`config.mk`:
```
export PLATFORM = sky130hd
export DESIGN_NAME = scan_video_mux_framer
export DESIGN_NICKNAME = d
export VERILOG_FILES = /design/src/design/scan_mux_pkg.sv /design/src/design/scan_video_mux_framer.sv /design/src/design/sample_encoder.sv
export SDC_FILE = /design/constraint.sdc
export NUM_CORES = 1
export LEC_CHECK = 0
export BUFFER_PORTS_ARGS = -buffer_cell sky130_fd_sc_hd__buf_2
export CAP_MARGIN = 15
export CORE_MARGIN = 1
export CORE_UTILIZATION = 60
export CTS_CLUSTER_DIAMETER = 30
export DETAILED_ROUTE_END_ITERATION = 6
export HOLD_SLACK_MARGIN = 0.05
export PLACE_DENSITY_LB_ADDON = 0.05
export REMOVE_ABC_BUFFERS = 1
export SLEW_MARGIN = 20
export SYNTH_ARGS = -nofsm -noshare
export SYNTH_HDL_FRONTEND = slang
export SYNTH_HIERARCHICAL = 1
export SYNTH_SLANG_ARGS = --single-unit
```
`constraint.sdc`:
```
create_clock -name core_clk -period 6.2 [get_ports core_clk]
set_clock_uncertainty 0.05 [all_clocks]
set_input_delay 0 -clock core_clk [delete_from_list [all_inputs] [get_ports core_clk]]
set_output_delay 0 -clock core_clk [all_outputs]
set_load 0.02 [all_outputs]
```
`src/design/scan_mux_pkg.sv`:
```
package scan_mux_pkg;

  // Clock and link rates
  localparam int CORE_CLK_KHZ   = 40000;   // core_clk frequency
  localparam int CORE_PERIOD_NS = 25;      // core_clk period
  localparam int BIT_RATE_KHZ   = 15000;   // serial output rate, 15 Mbps
  localparam int COMMUTE_NS     = 10000;   // one commutation cycle, 10 us

  // Frame geometry
  localparam int WORD_BITS      = 6;       // every word on the line is 6 bits
  localparam int NUM_CHAN       = 24;      // 4 bands x 6 channels
  localparam int CHAN_PER_BAND  = 6;
  localparam int BAND4_FIRST    = 18;      // band 4 channels are 18..23
  localparam int SWEEP_PULSES   = 3;       // west, centre, east crossings

  // Derived counts
  localparam int CYCLE_CLKS     = COMMUTE_NS / CORE_PERIOD_NS;                        // 400
  localparam int WORDS_PER_CYC  = (COMMUTE_NS / 1000) * (BIT_RATE_KHZ / 1000) / WORD_BITS; // 25
  localparam int AUX_SLOT       = WORDS_PER_CYC - 1;                                  // 24

  // Fixed line words
  localparam logic [5:0] PREAMBLE_A = 6'h0F;
  localparam logic [5:0] PREAMBLE_B = 6'h33;
  localparam logic [5:0] SYNC_CODE  = 6'h27;
  localparam logic [5:0] FILL_WORD  = 6'h2D;

  // Compression path knee
  localparam logic [5:0] COMP_KNEE  = 6'h10;
  localparam logic [5:0] COMP_BASE  = 6'h20;

  // Framer states
  typedef enum logic [1:0] {
    ST_PREAMBLE = 2'b00,
    ST_SYNC     = 2'b01,
    ST_SAMPLE   = 2'b10
  } framer_state_t;

endpackage

```
`src/design/scan_video_mux_framer.sv`:
```
// How it works
// - Every channel sampled once per 10 us.
// - Image sampling only during forward sweep.
// - Scan-start pulse starts each line's sampling.
// - Idle line alternates two 6-bit preamble words, repeating every 12 bits.
// - Word after scan pulse is inverted preamble.
// - Sync code follows marker, then commutator resets.
// - First sample after reset is band 1 A.
// - First cycle carries time code, not image.
// - Mode picks linear or compressed encoding path.
// - Band 4 channels always linear.
// - 15 Mbps serial data sent with clock.
`timescale 1ns/1ps
`default_nettype none
module scan_video_mux_framer
  import scan_mux_pkg::*;
(
  input  wire logic         core_clk,
  input  wire logic         rst,
  input  wire logic         scanPulse,     // Mirror angle monitor pulse
  input  wire logic         compressMode,  // High selects the compression path
  input  wire logic [143:0] videoIn,       // 24 channels x 6 bits, channel 0 in low bits
  input  wire logic [143:0] timeCode,      // 24 spacecraft time words
  output logic              serData,       // Serial stream, MSB first
  output logic              serClk,        // Bit clock, rises mid-bit
  output logic              sweepActive    // High while time-code and image cycles run
);

  framer_state_t state;           // Framer state
  logic [15:0]   rateAcc;         // Fractional bit-rate accumulator
  logic          bitEn;           // One bit period elapsed
  logic          bitEnDly;        // Bit enable one clock later, for the bit clock
  logic          compressMeta;    // First synchroniser stage of the mode pin
  logic          compressSync;    // Mode pin, safe to read in core_clk
  logic [2:0]    bitCnt;          // Bit within word
  logic          wordEnd;         // Last bit of a word ends now
  logic [5:0]    shiftReg;        // Word on the line
  logic          prePhase;        // Which preamble word is due
  logic [4:0]    chan;            // Next commutator slot
  logic          firstCycle;      // Time-code cycle flag
  logic [1:0]    pulseCnt;        // Crossings seen this sweep
  logic          markPending;     // Scan start awaiting a word edge
  logic          sweepDone;       // East edge reached
  logic [2:0]    pulseSync;       // Two-flop synchroniser plus edge history
  logic          pulseRise;       // Clean rising edge of the monitor pulse
  logic [143:0]  videoMeta;       // First synchroniser stage
  logic [143:0]  videoSync;       // Second synchroniser stage
  logic [143:0]  timeMeta;
  logic [143:0]  timeSync;
  logic [5:0]    preWord;         // Preamble word that is due
  logic [5:0]    linSample;       // Selected raw channel value
  logic [5:0]    encSample;       // Output of the encoder
  logic [5:0]    timeWord;        // Selected time word
  logic          useCompress;     // Compression applied to this slot
  logic          sampleLoad;      // An image or time slot loads now
  logic [5:0]    next_word;       // Word loaded at the coming boundary

  // Bit-rate enable: 15 of every 40 core clocks carry a bit edge
  always_ff @(posedge core_clk) begin
    if (rst) begin
      rateAcc <= 16'h0000;
      bitEn   <= 1'b0;
    end else if (rateAcc + 16'(BIT_RATE_KHZ) >= 16'(CORE_CLK_KHZ)) begin
      rateAcc <= rateAcc + 16'(BIT_RATE_KHZ) - 16'(CORE_CLK_KHZ);
      bitEn   <= 1'b1;
    end else begin
      rateAcc <= rateAcc + 16'(BIT_RATE_KHZ);
      bitEn   <= 1'b0;
    end
  end

  // Clock out rises one clock after data changes, so the receiver samples settled data;
  // bit edges are at least two clocks apart, so the pulse ends no later than the next change
  always_ff @(posedge core_clk) begin
    if (rst) begin
      bitEnDly <= 1'b0;
      serClk   <= 1'b0;
    end else begin
      bitEnDly <= bitEn;     // High in the clock where the new bit appears
      serClk   <= bitEnDly;
    end
  end

  // Pin inputs cross into core_clk through two flops before any use
  always_ff @(posedge core_clk) begin
    if (rst) begin
      pulseSync    <= 3'h0;
      compressMeta <= 1'b0;
      compressSync <= 1'b0;
      videoMeta <= '0;
      videoSync <= '0;
      timeMeta  <= '0;
      timeSync  <= '0;
    end else begin
      pulseSync    <= {pulseSync[1:0], scanPulse};
      compressMeta <= compressMode;  // Mode is a command level from outside this clock
      compressSync <= compressMeta;
      videoMeta <= videoIn;
      videoSync <= videoMeta;
      timeMeta  <= timeCode;
      timeSync  <= timeMeta;
    end
  end

  // Edge taken only from the second and third stages
  assign pulseRise = pulseSync[1] & ~pulseSync[2];
  assign wordEnd   = bitEn && (bitCnt == 3'(WORD_BITS - 1));

  // Bit position within the current word
  always_ff @(posedge core_clk) begin
    if (rst) begin
      bitCnt <= 3'h0;
    end else if (bitEn) begin
      bitCnt <= wordEnd ? 3'h0 : bitCnt + 3'h1;
    end
  end

  // Slot selection; channel index runs band by band, A to F inside each
  always_comb begin
    linSample   = videoSync[chan * WORD_BITS +: WORD_BITS];
    timeWord    = timeSync[chan * WORD_BITS +: WORD_BITS];
    preWord     = prePhase ? PREAMBLE_B : PREAMBLE_A;
    useCompress = compressSync && (chan < 5'(BAND4_FIRST));
  end

  // Encoder sits between commutator and line
  sample_encoder u_encoder (
    .linSample (linSample),
    .compress  (useCompress),
    .code      (encSample)
  );

  assign sampleLoad = wordEnd && (state == ST_SAMPLE) && (chan < 5'(NUM_CHAN));

  // Word chosen for the next boundary
  always_comb begin
    next_word = FILL_WORD;
    case (state)
      ST_PREAMBLE: begin
        next_word = markPending ? ~preWord : preWord;
      end
      ST_SYNC: begin
        next_word = SYNC_CODE;
      end
      ST_SAMPLE: begin
        if (chan < 5'(NUM_CHAN)) begin
          next_word = firstCycle ? timeWord : encSample;
        end else begin
          next_word = FILL_WORD;  // Spare slot rounds the cycle to 10 us
        end
      end
      default: begin
        next_word = FILL_WORD;
      end
    endcase
  end

  // Shift register: load at word boundaries, shift on other bit edges
  always_ff @(posedge core_clk) begin
    if (rst) begin
      shiftReg <= PREAMBLE_A;
    end else if (wordEnd) begin
      shiftReg <= next_word;
    end else if (bitEn) begin
      shiftReg <= {shiftReg[4:0], 1'b0};
    end
  end

  assign serData = shiftReg[5];

  // Preamble alternates; the marked word still advances the pattern
  always_ff @(posedge core_clk) begin
    if (rst) begin
      prePhase <= 1'b0;
    end else if (wordEnd && state == ST_PREAMBLE) begin
      prePhase <= ~prePhase;
    end
  end

  // Scan pulses: first one arms a line, the third marks the east edge
  always_ff @(posedge core_clk) begin
    if (rst) begin
      pulseCnt    <= 2'h0;
      markPending <= 1'b0;
      sweepDone   <= 1'b0;
    end else begin
      if (state == ST_PREAMBLE && wordEnd) begin
        markPending <= pulseRise;  // Consumed by the marker word
      end else if (pulseRise && state == ST_PREAMBLE) begin
        markPending <= 1'b1;
      end
      if (state == ST_PREAMBLE && wordEnd && markPending) begin
        pulseCnt  <= 2'h1;
        sweepDone <= 1'b0;
      end else if (pulseRise && state != ST_PREAMBLE) begin
        pulseCnt <= pulseCnt + 2'h1;
        if (pulseCnt == 2'(SWEEP_PULSES - 1)) begin
          sweepDone <= 1'b1;
        end
      end
    end
  end

  // Framer sequence: preamble, marker, sync, commutation cycles
  always_ff @(posedge core_clk) begin
    if (rst) begin
      state <= ST_PREAMBLE;
    end else if (wordEnd) begin
      case (state)
        ST_PREAMBLE: begin
          if (markPending) begin
            state <= ST_SYNC;
          end
        end
        ST_SYNC: begin
          state <= ST_SAMPLE;
        end
        ST_SAMPLE: begin
          if (chan == 5'(AUX_SLOT) && sweepDone) begin
            state <= ST_PREAMBLE;
          end
        end
        default: begin
          state <= ST_PREAMBLE;
        end
      endcase
    end
  end

  // Commutator; reset by the sync word so band 1 A always leads
  always_ff @(posedge core_clk) begin
    if (rst) begin
      chan       <= 5'h00;
      firstCycle <= 1'b0;
    end else if (wordEnd) begin
      if (state == ST_SYNC) begin
        chan       <= 5'h00;
        firstCycle <= 1'b1;
      end else if (state == ST_SAMPLE) begin
        if (chan == 5'(AUX_SLOT)) begin
          chan       <= 5'h00;
          firstCycle <= 1'b0;
        end else begin
          chan <= chan + 5'h01;
        end
      end
    end
  end

  assign sweepActive = (state == ST_SAMPLE);

  logic [9:0] cycTimer;  // Core clocks since last commutator restart
  logic       cycSeen;   // A restart has been seen before
  always_ff @(posedge core_clk) begin
    if (rst) begin
      cycTimer <= 10'h000;
      cycSeen  <= 1'b0;
    end else if (wordEnd && state == ST_SAMPLE && chan == 5'(AUX_SLOT)) begin
      cycTimer <= 10'h001;
      cycSeen  <= 1'b1;
    end else if (state != ST_SAMPLE) begin
      cycSeen  <= 1'b0;
    end else begin
      cycTimer <= cycTimer + 10'h001;
    end
  end
endmodule // scan_video_mux_framer
`default_nettype wire

```
`src/design/sample_encoder.sv`:
```
`timescale 1ns/1ps
`default_nettype none
// Picks linear or companded code for one commutated sample
module sample_encoder
  import scan_mux_pkg::*;
(
  input  wire logic [5:0] linSample,
  input  wire logic       compress,
  output logic      [5:0] code
);

  logic [5:0] upper;  // Offset above the knee

  // Low levels are expanded x2, high levels squeezed /2 above the knee
  always_comb begin
    upper = linSample - COMP_KNEE;
    if (!compress) begin
      code = linSample;
    end else if (linSample < COMP_KNEE) begin
      code = {linSample[4:0], 1'b0};
    end else begin
      code = COMP_BASE + {1'b0, upper[5:1]};
    end
  end

endmodule // sample_encoder
`default_nettype wire

```
# Yosys cells after proc, flatten, opt, wreduce, memory -nomap -nowiden
# Index checks and enable logic that the tools add are counted.
# word_totals
mem_count,0
in_bits,292
ram_bits,0
out_inout_bits,3
latch_bits,0
regBits,622
wordCells,90
rom_bits,0
# classes
n_reduce_logical,19
n_div,0
n_shift,2
n_lt_le_gt_ge,4
n_mux,25
bitwise,4
addsub,7
n_eq_ne,7
multipliers,1
# ops
op,count
144-bit by 9-bit variable part select with 6-bit output,2
6-bit 2-to-1 mux,8
6-bit one-hot mux with 3 select lines,1
16-bit by 14-bit adder with 16-bit output (second input constant),1
16-bit greater-or-equal comparator (second input constant),1
16-bit 2-to-1 mux,1
16-bit subtractor (second input constant),1
5-bit 2-to-1 mux,3
2-bit nonzero test,6
5-bit < comparator (second input constant),2
1-bit 2-to-1 mux,8
1-bit logical AND,7
5-bit by 2-bit multiplier with 7-bit output (second input constant),1
6-bit by 5-bit adder with 6-bit output (first input constant),1
6-bit by 5-bit < comparator with 1-bit output (second input constant),1
6-bit NOT,1
2-bit one-hot mux with 3 select lines,1
3-bit AND reduction,2
6-bit by 5-bit subtractor with 6-bit output (second input constant),1
5-bit by 1-bit adder with 5-bit output (second input constant),1
5-bit == test (second input constant),1
2-bit == test (second input constant),2
2-bit 2-to-1 mux,2
2-bit AND reduction,2
other kinds (11),12

# Longest topological paths before layout
# Gate-level depths: netlist of the first run.
# logic_depth
depth_word,10
ltp_mapped,16
mapped_depth_nobuf,12

# Cells and area by module
# The synthesis of the first run kept the hierarchy.
# by_module_without_submodules
module,cells_each,area_each_um2,seq_area_each_um2,n_inst
scan_video_mux_framer,1683,20278.2,12391.9,1
sample_encoder,24,147.6,0.0,1

# Worst setup path after synthesis of the first run
# OpenSTA, ideal clock, no wires.
# synth_path
path_type,register to register
start,reg chan[0]
end,reg shiftReg[2]
t_required_ps,6028
arrival_time_ps,3245
period_less_slack_ps,3417
n_path_buf,3
setup_slack_ps,2783
setup_time_ps,122
stages_incl_launch_ff,15
path_cell_list,dfxtp_1 > buf_2 > buf_4 > buf_2 > mux4_2 > mux4_2 > inv_1 > o22ai_1 > inv_1 > ha_1 > mux2i_1 > a21oi_1 > o21ai_0 > a21oi_1 > a221o_1
# synth_between
word_cells_on_any_way,15
classes_between,2 x add/sub; 1 x mul; 3 x order compare; 2 x shift; 6 x mux; 1 x reduce/logical
# synth_rtl
element,line,source
from (decl),scan_video_mux_framer.sv:39,logic [4:0] chan;
from (signal assigned),scan_video_mux_framer.sv:244,chan <= chan + 5'h01;
5-bit by 2-bit multiplier with 7-bit output,scan_video_mux_framer.sv:120,linSample = videoSync[chan * WORD_BITS +: WORD_BITS];
144-bit by 9-bit variable part select with 6-bit output,scan_video_mux_framer.sv:120,
via linSample[4],scan_video_mux_framer.sv:51,logic [5:0] linSample;
6-bit by 5-bit < comparator with 1-bit output,sample_encoder.sv:19,end else if (linSample < COMP_KNEE) begin
6-bit 2-to-1 mux,sample_encoder.sv:19,
6-bit 2-to-1 mux,sample_encoder.sv:17,if (!compress) begin
via encSample[2],scan_video_mux_framer.sv:52,logic [5:0] encSample;
6-bit 2-to-1 mux,scan_video_mux_framer.sv:147,next_word = firstCycle ? timeWord : encSample;
6-bit 2-to-1 mux,scan_video_mux_framer.sv:146,if (chan < 5'(NUM_CHAN)) begin
6-bit one-hot mux with 3 select lines,scan_video_mux_framer.sv:138,case (state)
6-bit 2-to-1 mux,scan_video_mux_framer.sv:162,end else if (wordEnd) begin
to (signal assigned),scan_video_mux_framer.sv:163,shiftReg <= next_word;
to (signal assigned),scan_video_mux_framer.sv:165,"shiftReg <= {shiftReg[4:0], 1'b0};"
to (decl),scan_video_mux_framer.sv:37,logic [5:0] shiftReg;
# The timed path passes the listed nets, and every way through them passes these cells.
# A chain may end at the register's enable or synchronous reset.

# Worst setup path after layout of the first run
# layout_path
start,reg chan[0]
end,reg shiftReg[3]
# layout_between
elab_chain_cells,10
word_cells_on_any_way,15
classes_between,2 x add/sub; 1 x mul; 3 x order compare; 2 x shift; 6 x mux; 1 x reduce/logical
# layout_lines
element,line,source
5-bit by 2-bit multiplier with 7-bit output,"scan_video_mux_framer.sv:120, scan_video_mux_framer.sv:121",
144-bit by 9-bit variable part select with 6-bit output,scan_video_mux_framer.sv:120,
6-bit by 5-bit subtractor with 6-bit output,sample_encoder.sv:16,upper = linSample - COMP_KNEE;
6-bit by 5-bit adder with 6-bit output,sample_encoder.sv:22,"code = COMP_BASE + {1'b0, upper[5:1]};"
6-bit 2-to-1 mux,sample_encoder.sv:19,
6-bit 2-to-1 mux,sample_encoder.sv:17,
6-bit 2-to-1 mux,scan_video_mux_framer.sv:147,
6-bit 2-to-1 mux *,scan_video_mux_framer.sv:146,
6-bit one-hot mux with 3 select lines *,scan_video_mux_framer.sv:138,
6-bit 2-to-1 mux *,scan_video_mux_framer.sv:162,
# Mark *: on every way between the ends. The rest lies on a longest branch, timed or not.

==> parameters.txt, run 1 <==
Parameter                              Value

Finish
  Most frequent cells in the layout ... 616 x sky130_fd_sc_hd__dfxtp_1, 588 x sky130_fd_sc_hd__nor2b_1, 343 x sky130_fd_sc_hd__dlygate4sd3_1
  Synthesis-to-finish area growth ... 42.4%
  Final cell area excluding filler cells ... 0.0291 mm^2
  Most common cell after layout, fill and taps aside ... sky130_fd_sc_hd__dfxtp_1
  Final layout net count ... 2,652
  Number of fillers in the final layout ... roughly 1,500
  Utilization of the core after routing ... 0.867
  Share of cells above drive strength 1 ... 0.237
  Post-route insts no fill ... 2,885

STA
  Headroom to the max-slew limit ... 0.302
  Final Hold Viols ... 0
  Unrepaired setup endpoints after global routing ... no
  Fin. max-slew vios ... 0
  Max Clock Freq ... about 0.26 GHz
  Post-Route Setup TNS ... 0 ns
  PnR worst setup slack ... 2.41 ns
  Shortest period the worst path allows ... 3.79 ns
  Final setup violating endpoints ... 0
  Portion of the clock cycle consumed by the worst path in the final layout ... 0.611
  Worst slack on hold paths ... 0.0789 ns
  Slew at the pin with the worst max-slew slack ... roughly 1.0 ns

Power
  Peak VDD IR ... between 0.3 and 0.4 mV
  Power after layout ... ~11 mW
  Power density cells ... between 300 and 400 mW/mm^2
  Static Leakage ... around 12 nW

GRT
  Global-route usage over all layers ... 0.317
  Number of antenna violations at the first check in global routing ... 6
  Number of global-route vias before repair ... approximately 16,000
  Maximum number of pins on one net before global-route repair ... 185
  Wire length of the first global-routing pass ... 85.5 mm
  Global route total overflow ... 0

Clock network
  Clock latency on the worst-skew pair ... 0.61 ns
  Clock slew at reported path FFs ... 0.06 ns
  Maximum number of buffers from clock root to sink ... 3
  Post-cts gate resize count ... 0
  Sinks on Clock Net ... around 620
  Cts bufs inserted ... 100
  Root buffer selected by CTS ... sky130_fd_sc_hd__clkbuf_16
  TritonCTS clock tree ... done
  Post-CTS Repair Setup Buffers ... 0
  Maximum level of the CTS H-tree ... 3
  CTS Hold Bufs ... 343

Logic synthesis
  Combinational family with the most area after synthesis ... simple AND/OR/NAND/NOR gates
  Count of unique library cells instantiated by Yosys ... 67
  Flip-flop and latch count after synthesis ... 619
  Number of flops mapped to enable cells by yosys ... 0
  Post-synthesis cell count ... 1,707
  Post-Synth Adder-Cell Area ... 0.00796
  Synth Area in Simple Gates ... 0.212
  Mux share of post-synthesis cell area ... 0.103
  Average footprint of a synthesized cell ... between 10 and 15 um^2
  Total standard cell area after synthesis ... 0.0204 mm^2
  Warning count from the yosys run ... 6
  Share of synthesized flip-flops with an asynchronous set or reset ... 0
  Synth Flop Type ... sky130_fd_sc_hd__dfxtp_1
  Synth Area in Compound Gates ... 0.0368
  Part of the Yosys area used for sequential elements ... 0.607
  Post-synthesis xor/xnor area fraction ... 0.00643

Routing
  Average via count per standard cell ... approximately 5
  Average wire per cell in the routed design ... approximately 19 um
  Final ANT Viol Nets ... 0
  First drt pass iteration count ... 5
  Final WL ... 55.0 mm
  Detailed-route via count ... around 15,000
  Number of violations reported at the end of detailed-routing iteration 0 ... 708
  DRC violations left ... 0

Placed design
  Buffers added on ports ... 294
  Sum of net half-perimeters after detailed placement ... 25.5 mm
  Area of placed instances ... around 0.022 mm^2
  Count of placed standard cells including taps ... 2,350
  Pre-CTS worst setup slack ... 2.40 ns
  Final GP Congestion ... approximately 0.84

Worst setup path
  Setup slack, reg-to-reg ... around 2.4 ns
  Critical path type ... reg -> reg
  Data required time of the worst path ... around 6.6 ns
  Category of the worst setup path launch point ... register
  Crit end category ... register
  Data arrival time at the worst-slack endpoint ... 4.21 ns
  Maximum fanout encountered on the critical timing path ... 35

Die
  Initial core utilization ... 0.609
  Placement Rows ... 67
  Placeable Area ... 0.0335 mm^2
  I/O pins ... 295
  Die width ... 187 um
  Floorplan die area ... 0.0348 mm^2
  Vert. Die Dim ... 187 um

Job
  Max-capacitance violation count ... 0

Hold path
  Kind of path behind the tightest hold check ... in -> reg

Status
  Result of the run ... complete, no violations
==> synth_stat cells, types with 7 or more instances <==
library cell	count	area (um^2)
sky130_fd_sc_hd__dfxtp_1	619	12400
sky130_fd_sc_hd__nor2b_1	588	3680
sky130_fd_sc_hd__clkbuf_1	85	319
sky130_fd_sc_hd__mux4_2	80	1800
sky130_fd_sc_hd__nor2_1	39	146
sky130_fd_sc_hd__a21oi_1	24	120
sky130_fd_sc_hd__nand2_1	24	90.1
sky130_fd_sc_hd__mux2i_1	23	230
sky130_fd_sc_hd__inv_1	20	75.1
sky130_fd_sc_hd__buf_2	15	75.1
sky130_fd_sc_hd__o21ai_0	14	70.1
sky130_fd_sc_hd__ha_1	13	163
sky130_fd_sc_hd__nor3_1	11	55.1
sky130_fd_sc_hd__o22ai_1	10	62.6
sky130_fd_sc_hd__a211oi_1	9	67.6
sky130_fd_sc_hd__xor2_1	9	78.8
sky130_fd_sc_hd__nand2b_1	7	43.8
sky130_fd_sc_hd__o211ai_1	7	52.6
==> sequential cells by signal (all words and copies together) (netlist names), 3 cells and up <==
signal,flops
videoMeta,144
timeSync,144
rateAcc,13
shiftReg,6
chan,5
bitCnt,3
videoSync,144
pulseSync,3
timeMeta,144
==> where the power goes <==
part	switching [mW]	internal, mW
clock network	2.06	3.66
logic	0.455	0.522
registers	0.136	4.21
total	2.65	8.39
==> final timing paths <==
kind | end | cells past startpoint | startpoint
setup / recovery | shiftReg[3] | 8 | chan[0]
hold reg to reg | serClk | 1 | bitEnDly
setup reg to reg | shiftReg[3] | 8 | chan[0]
hold / removal | videoMeta[50] | 3 | videoIn[50]
==> logic make-up (layout without fill, tap and decap cells) <==
group           count (synthesis)  in the layout
buf+inv                       131            855
fa+ha+maj                      13             13
xor+xnor                       15             15
mux                           110            110
flops                         619            619
compound gates                105            105
simple gates                  714            714
other cells                     0              6
==> critical path: stages (launching register included) <==
cell	delay, ns
sky130_fd_sc_hd__dfxtp_4	0.77
sky130_fd_sc_hd__buf_4	0.59
sky130_fd_sc_hd__buf_4	0.45
sky130_fd_sc_hd__mux4_2	0.57
sky130_fd_sc_hd__mux4_2	0.50
sky130_fd_sc_hd__o22ai_1	0.20
sky130_fd_sc_hd__a21oi_1	0.10
sky130_fd_sc_hd__nor4b_1	0.28
sky130_fd_sc_hd__a21oi_1	0.07
==> cell type report <==
class                           count  area (um^2)  share of cell area
Antenna cell                        6         15.0            0.000516
Tap cell                          448          561              0.0193
Multi-Input combinational cell    957         7490               0.258
Clock inverter                     68          836              0.0287
Inverter                           21         78.8             0.00271
Timing Repair Buffer              648         5010               0.172
Clock buffer                      118         2690              0.0926
Sequential cell                   619        12400               0.426
==> routing by layer <==
metal  track usage  wire length [um]  vias to the layer above
met5             0                 0                        -
met2         0.589             29500                      480
met3        0.0564              2280                      167
li1              -                 -                     6917
met1         0.345             20800                     7106
met4         0.157              2400                        0
No activity file was read; power rests on OpenSTA's default activity.
==> inputs of run 2 (changes only) <==
--- a/config.mk
+++ b/config.mk
@@ -8,7 +8,7 @@
 export BUFFER_PORTS_ARGS = -buffer_cell sky130_fd_sc_hd__buf_2
 export CAP_MARGIN = 15
 export CORE_MARGIN = 1
-export CORE_UTILIZATION = 60
+export CORE_UTILIZATION = 56
 export CTS_CLUSTER_DIAMETER = 30
 export DETAILED_ROUTE_END_ITERATION = 6
 export HOLD_SLACK_MARGIN = 0.05
==> constraint.sdc (replaced) <==
create_clock -name core_clk -period 3.95 [get_ports core_clk]
set_clock_uncertainty 0.05 [all_clocks]
set_input_delay 0 -clock core_clk [delete_from_list [all_inputs] [get_ports core_clk]]
set_output_delay 0 -clock core_clk [all_outputs]
set_load 0.02 [all_outputs]
==> parameters.txt, run 2 (synthesized netlist as in run 1, its figures left out) <==
Parameter                              Value

Placed design
  Count of placed standard cells including taps ... around 2,400
  Buffers added on ports ... 294
  Final GP Congestion ... between 0.8 and 0.9
  Pre-CTS worst setup slack ... 0.582 ns
  Sum of net half-perimeters after detailed placement ... 26.0 mm

Finish
  Most frequent cells in the layout ... 615 x sky130_fd_sc_hd__dfxtp_1, 588 x sky130_fd_sc_hd__nor2b_1, 322 x sky130_fd_sc_hd__dlygate4sd3_1
  Number of antenna diodes ... 0
  Final layout net count ... 2,629
  Most common cell after layout, fill and taps aside ... sky130_fd_sc_hd__dfxtp_1
  Post-route insts no fill ... ~2,900
  Synthesis-to-finish area growth ... 41.3%
  Utilization of the core after routing ... 0.808
  Number of fillers in the final layout ... slightly above 2,000
  Share of cells above drive strength 1 ... 0.240

Clock network
  Sinks on Clock Net ... 619
  Post-CTS Repair Setup Buffers ... 0
  Root buffer selected by CTS ... sky130_fd_sc_hd__clkbuf_16
  Cts bufs inserted ... about 100
  Clock slew at reported path FFs ... 0.06 ns
  Clock latency on the worst-skew pair ... 0.61 ns
  TritonCTS clock tree ... done
  Maximum level of the CTS H-tree ... 3
  Maximum number of buffers from clock root to sink ... 3
  CTS Hold Bufs ... 322
  Post-cts gate resize count ... 0

Power
  Switching Power ... 3.90 mW
  Gate power share ... 0.086
  Power density cells ... 593 mW/mm^2
  Cell-internal power ... 13.2 mW
  Static Leakage ... 12.0 nW
  Proportion of power drawn by the clock network ... 0.517
  Power after layout ... 17.1 mW
  Sequential share of power ... 0.397
  Peak VDD IR ... 0.520 mV
  Net Sw Frac ... 0.228

Worst setup path
  Worst flop-to-flop path startpoint ... chan[0]
  Category of the worst setup path launch point ... register
  Worst r2r dst ... shiftReg[3]
  List of cells traversed by the critical path ... mux4_2, mux4_2, inv_1, o22ai_1, inv_1, ha_1, or2_1, a31oi_1, o21ai_0, a21oi_1, nor4b_1, a21oi_1
  Maximum fanout encountered on the critical timing path ... 17
  Crit end category ... register
  Cell with the biggest individual delay on the critical path ... sky130_fd_sc_hd__dfxtp_4
  Critical path's top delay family ... multiplexers
  Bufs and invs on worst path ... 2
  Data arrival time at the worst-slack endpoint ... 3.83 ns
  Worst-case reg-to-reg path depth ... 12
  Critical path type ... reg -> reg
  Data required time of the worst path ... roughly 4.4 ns
  Critical Path Max Stage Delay ... ~0.59 ns
  Setup slack, reg-to-reg ... 0.53 ns

STA
  Slew at the pin with the worst max-slew slack ... between 1 and 1.5 ns
  Fin. max-slew vios ... 0
  Post-Route Setup TNS ... 0 ns
  PnR worst setup slack ... 0.531 ns
  Final setup violating endpoints ... 0
  Headroom to the max-slew limit ... 0.291
  Unrepaired setup endpoints after global routing ... no
  Shortest period the worst path allows ... 3.42 ns
  Max Clock Freq ... 0.292 GHz
  Final Hold Viols ... 0
  Portion of the clock cycle consumed by the worst path in the final layout ... 0.866

Job
  Max-capacitance violation count ... 0

Routing
  First drt pass iteration count ... 7
  Average via count per standard cell ... 4.84
  DRC violations left ... 6
  Final WL ... 47.1 mm
  Number of violations reported at the end of detailed-routing iteration 0 ... between 600 and 700
  Final ANT Viol Nets ... 0
  Average wire per cell in the routed design ... 16.4 um
  Detailed-route via count ... 13,900

Die
  I/O pins ... 295
  Floorplan die area ... ~0.037 mm^2
  Die width ... 193 um
  Placement Rows ... 69
  Placeable Area ... 0.0357 mm^2
  Vert. Die Dim ... 193 um
  Initial core utilization ... 0.571

GRT
  Global route total overflow ... 0
  Global-route usage over all layers ... 0.252
  Wire length of the first global-routing pass ... 72.3 mm
  Number of antenna violations at the first check in global routing ... 0
  Maximum number of pins on one net before global-route repair ... 262
  Number of global-route vias before repair ... between 10,000 and 15,000

Hold path
  Kind of path behind the tightest hold check ... in -> reg
  Min-Delay Startpoint ... timeCode[18]
  Hold Path Depth ... 3
  Worst hold path endpoint ... timeMeta[18]

Status
  Result of the run ... finished with violations
  Violated checks ... design-rule violations
==> run 2: metal layers <==
layer / share of wire / global-route usage
met2: 0.51 / 0.449
met4: 0.026 / 0.105
met5: 0 / 0
met1: 0.42 / 0.300
met3: 0.042 / 0.0449
==> run 2: per-stage QoR <==
stage / hold slack, ns / instance area, um^2
3_5_place_dp: 0.162 / 22100
5_1_grt: 0.0849 / 28900
2_1_floorplan: 0.0167 / 20000
3_3_place_gp: 0.160 / 22100
4_1_cts: 0.0657 / 28900
6_report: 0.0859 / 28900
==> run 2: final cells by class <==
type,instances,area (um^2),share of cell area
inverters,21,78.8,0.00273
repair buffers,627,4820,0.167
flip-flops and latches,619,12400,0.430
multi-input cells,957,7490,0.259
well taps,461,577,0.0200
clock buffers,115,2670,0.0924
clock inverters,66,830,0.0287
==> run 2: power groups by stage <==
stage                     Sequential [mW]  Combinational (mW)  Clock [mW]
after floorplan                      6.85               0.792           0
after global routing                 6.83                1.61        9.27
after global placement               6.90                1.17           0
after detailed placement             6.92                1.19           0
after CTS                            6.79                1.44        8.92
final                                6.80                1.47        8.84
==> run 2: worst min-delay path, delay by kind of cell <==
kind	cells	cell delay, ns
AND/OR/NAND/NOR	1	0.10
buffers and inverters	2	0.60
==> run 2: worst max-delay path by stage <==
stage,startpoint,end,cells past startpoint
after floorplan,chan[0],shiftReg[2],11
after global placement,chan[0],shiftReg[0],10
after detailed placement,chan[0],shiftReg[0],10
after CTS,chan[0],shiftReg[3],12
after global routing,chan[0],shiftReg[3],12
final,chan[0],shiftReg[3],12
==> inputs of run 3 (changes only) <==
--- a/config.mk
+++ b/config.mk
@@ -5,10 +5,11 @@
 export SDC_FILE = /design/constraint.sdc
 export NUM_CORES = 1
 export LEC_CHECK = 0
+export ABC_AREA = 1
 export BUFFER_PORTS_ARGS = -buffer_cell sky130_fd_sc_hd__buf_2
 export CAP_MARGIN = 15
 export CORE_MARGIN = 1
-export CORE_UTILIZATION = 56
+export CORE_UTILIZATION = 55
 export CTS_CLUSTER_DIAMETER = 30
 export DETAILED_ROUTE_END_ITERATION = 6
 export HOLD_SLACK_MARGIN = 0.05
==> constraint.sdc (replaced) <==
create_clock -name core_clk -period 3.6 [get_ports core_clk]
set_clock_uncertainty 0.05 [all_clocks]
set_input_delay 0 -clock core_clk [delete_from_list [all_inputs] [get_ports core_clk]]
set_output_delay 0 -clock core_clk [all_outputs]
set_load 0.02 [all_outputs]
==> parameters.txt, run 3 <==
Parameter                              Value

STA
  Portion of the clock cycle consumed by the worst path in the final layout ... 0.910
  Max Clock Freq ... 0.305 GHz
  Shortest period the worst path allows ... ~3.3 ns
  Final Hold Viols ... 0
  Fin. max-slew vios ... 0
  Unrepaired setup endpoints after global routing ... no
  PnR worst setup slack ... 0.325 ns
  Slew at the pin with the worst max-slew slack ... 1.12 ns
  Final setup violating endpoints ... 0
  Headroom to the max-slew limit ... 0.255

Worst setup path
  Most repeated library cell on the critical path ... sky130_fd_sc_hd__nand2_1
  Worst flop-to-flop path startpoint ... chan[1]
  Data arrival time at the worst-slack endpoint ... 3.77 ns
  Crit end category ... register
  Maximum fanout encountered on the critical timing path ... 49
  Category of the worst setup path launch point ... register
  Setup slack, reg-to-reg ... ~0.32 ns
  Data required time of the worst path ... ~4.1 ns
  Worst r2r dst ... shiftReg[1]
  List of cells traversed by the critical path ... inv_2, buf_4, o21ai_0, o22ai_1, a22o_1, a31oi_1, o22ai_1, inv_1, ha_1, inv_2, nand2_1, nand3_1, nand2_1, nor2_1, nor2_1, nand2_1, nand2_1, nand2_1, nand2_1, nand2_1, nand2_1
  Critical Path Max Stage Delay ... 0.62 ns
  Worst-case reg-to-reg path depth ... 21
  Cell with the biggest individual delay on the critical path ... sky130_fd_sc_hd__dfxtp_4
  Critical path type ... reg -> reg

Hold path
  Worst hold path endpoint ... videoMeta[13]
  Kind of path behind the tightest hold check ... in -> reg
  Hold Path Depth ... 4
  Min-Delay Startpoint ... videoIn[13]

GRT
  Wire length of the first global-routing pass ... 95.8 mm
  Number of global-route vias before repair ... 19,800
  Maximum number of pins on one net before global-route repair ... 244
  Global-route usage over all layers ... 0.308
  Global route total overflow ... 0
  Number of antenna violations at the first check in global routing ... 0

Routing
  Average via count per standard cell ... 4.73
  DRC violations left ... 0
  Number of violations reported at the end of detailed-routing iteration 0 ... 1,221
  First drt pass iteration count ... 5
  Final WL ... 61.0 mm
  Average wire per cell in the routed design ... 15.0 um
  Final ANT Viol Nets ... 0
  Detailed-route via count ... 19,200

Logic synthesis
  Synth Flop Type ... sky130_fd_sc_hd__dfxtp_1
  Total standard cell area after synthesis ... ~0.021 mm^2
  Part of the Yosys area used for sequential elements ... 0.577
  Area share of the largest cell type after synthesis ... 0.577
  Count of unique library cells instantiated by Yosys ... 41
  Post-synthesis cell count ... 2,792
  Share of synthesized flip-flops with an asynchronous set or reset ... 0
  Flip-flop and latch count after synthesis ... a little over 600
  Cell with the most instances after synthesis ... sky130_fd_sc_hd__nor2_1
  Average footprint of a synthesized cell ... 7.70 um^2
  Leading cell types by total area after synthesis ... sky130_fd_sc_hd__dfxtp_1 58%, sky130_fd_sc_hd__nor2_1 14%, sky130_fd_sc_hd__inv_1 12%
  Number of flops mapped to enable cells by yosys ... 0
  Top post-synthesis cells by count ... 782 x sky130_fd_sc_hd__nor2_1, 661 x sky130_fd_sc_hd__inv_1, 619 x sky130_fd_sc_hd__dfxtp_1
  Largest area contributor in the synthesized netlist ... sky130_fd_sc_hd__dfxtp_1
  Warning count from the yosys run ... 6

Die
  Floorplan die area ... 0.0399 mm^2
  Placement Rows ... 72
  Vert. Die Dim ... between 150 and 200 um
  Placeable Area ... between 0.03 and 0.04 mm^2
  Die width ... 200 um
  I/O pins ... 295
  Initial core utilization ... 0.557

Clock network
  TritonCTS clock tree ... done
  Post-cts gate resize count ... 0
  Root buffer selected by CTS ... sky130_fd_sc_hd__clkbuf_16
  Maximum level of the CTS H-tree ... 3
  Maximum number of buffers from clock root to sink ... 3
  Sinks on Clock Net ... approximately 620
  Clock slew at reported path FFs ... 0.06 ns
  Cts bufs inserted ... ~110
  Clock latency on the worst-skew pair ... 0.63 ns

Power
  Power density cells ... 639 mW/mm^2
  Peak VDD IR ... 0.447 mV
  Static Leakage ... 15.2 nW

Placed design
  Sum of net half-perimeters after detailed placement ... a little over 30 mm
  Area of placed instances ... 0.0233 mm^2
  Pre-CTS worst setup slack ... 0.429 ns
  Buffers added on ports ... 294
  Final GP Congestion ... 0.850

Finish
  Most common cell after layout, fill and taps aside ... sky130_fd_sc_hd__nor2_1
  Synthesis-to-finish area growth ... 42.6%
  Final layout net count ... around 3,800
  Area occupied by multi-input gates ... 0.00606 mm^2
  Share of cells above drive strength 1 ... 0.157
  Most frequent cells in the layout ... 782 x sky130_fd_sc_hd__nor2_1, 660 x sky130_fd_sc_hd__inv_1, 616 x sky130_fd_sc_hd__dfxtp_1
  Final cell area excluding filler cells ... 0.0306 mm^2
  Utilization of the core after routing ... 0.795
  Number of fillers in the final layout ... 2,418
  Area taken by flip-flops and latches ... 0.0124 mm^2

Status
  Result of the run ... complete, no violations

Job
  Max-capacitance violation count ... 0
run 3: changes by cell type after synthesis, moves of 20 or more:
| cell | change |
|---|---|
| sky130_fd_sc_hd__o22ai_1 | +20 |
| sky130_fd_sc_hd__nor2b_1 | -588 |
| sky130_fd_sc_hd__mux4_2 | -80 |
| sky130_fd_sc_hd__nor2_1 | +743 |
| sky130_fd_sc_hd__inv_1 | +641 |
| sky130_fd_sc_hd__nand3_1 | +54 |
| sky130_fd_sc_hd__o21ai_0 | +147 |
| sky130_fd_sc_hd__nand2_1 | +175 |
| sky130_fd_sc_hd__mux2i_1 | -23 |
run 3: layout make-up:
type	count	share of cell area
flip-flops and latches	619	0.405
clock inverters	73	0.0291
clock buffers	120	0.0913
well taps	518	0.0212
repair buffers	680	0.174
diodes	1	0.0000817
inverters	672	0.0824
multi-input cells	1375	0.198
run 3: worst max-delay path, delay by kind of cell (launching register included):
family	cells	cell delay, ns
AOI/OAI and AO/OA	5	0.96
and+or+nand+nor	11	0.69
DFF	1	0.62
adders and majority gates	1	0.27
buffers and inverters	4	0.58
run 3: worst max-delay path by stage:
stage,start,slack (ns),depth (start not counted),end
after floorplan,chan[0],-1.83,20,shiftReg[1]
after global placement,chan[1],0.44,21,shiftReg[1]
after global routing,chan[1],0.03,21,shiftReg[1]
final,chan[1],0.32,21,shiftReg[1]
after CTS,chan[1],0.39,21,shiftReg[1]
after detailed placement,chan[1],0.43,21,shiftReg[1]
run 3: cell families after synthesis:
kind of cell,after synthesis,synth area share
xor+xnor,8,0.00326
flops,619,0.577
simple gates,1081,0.199
compound gates,273,0.0720
fa+ha+maj,13,0.00757
buf+inv,798,0.142
run 3: metal layers:
layer  share of wire  GRT usage  wire [um]  up-vias
met5               0          0          0        -
met4           0.043      0.164       2620        0
met3           0.049     0.0528       2990      206
met2            0.51      0.549      31100      642
met1            0.40      0.351      24300     8864
li1                -          -          -     9465
run 3: timing repair:
action	in CTS	in global routing
endpoints found under the hold margin	318	0
buffers inserted	0	0
hold buffers	365	0
run 3: power breakdown:
group	internal, mW	switching, mW
logic	0.843	1.10
clock network	6.65	3.55
registers	7.25	0.183
run 3: metrics by stage:
| stage | power (mW) | TNS (ns) | hold WS, ns | std cells |
|---|---|---|---|---|
| after floorplan | 8.58 | -14.63 | 0.0124 | 2666 |
| after global placement | 9.08 | 0 | 0.149 | 3499 |
| after detailed placement | 9.12 | 0 | 0.156 | 3499 |
| after CTS | 19.6 | 0 | 0.0502 | 4057 |
| after global routing | 20.3 | 0 | 0.0719 | 4057 |
| final | 19.6 | 0 | 0.0768 | 4058 |
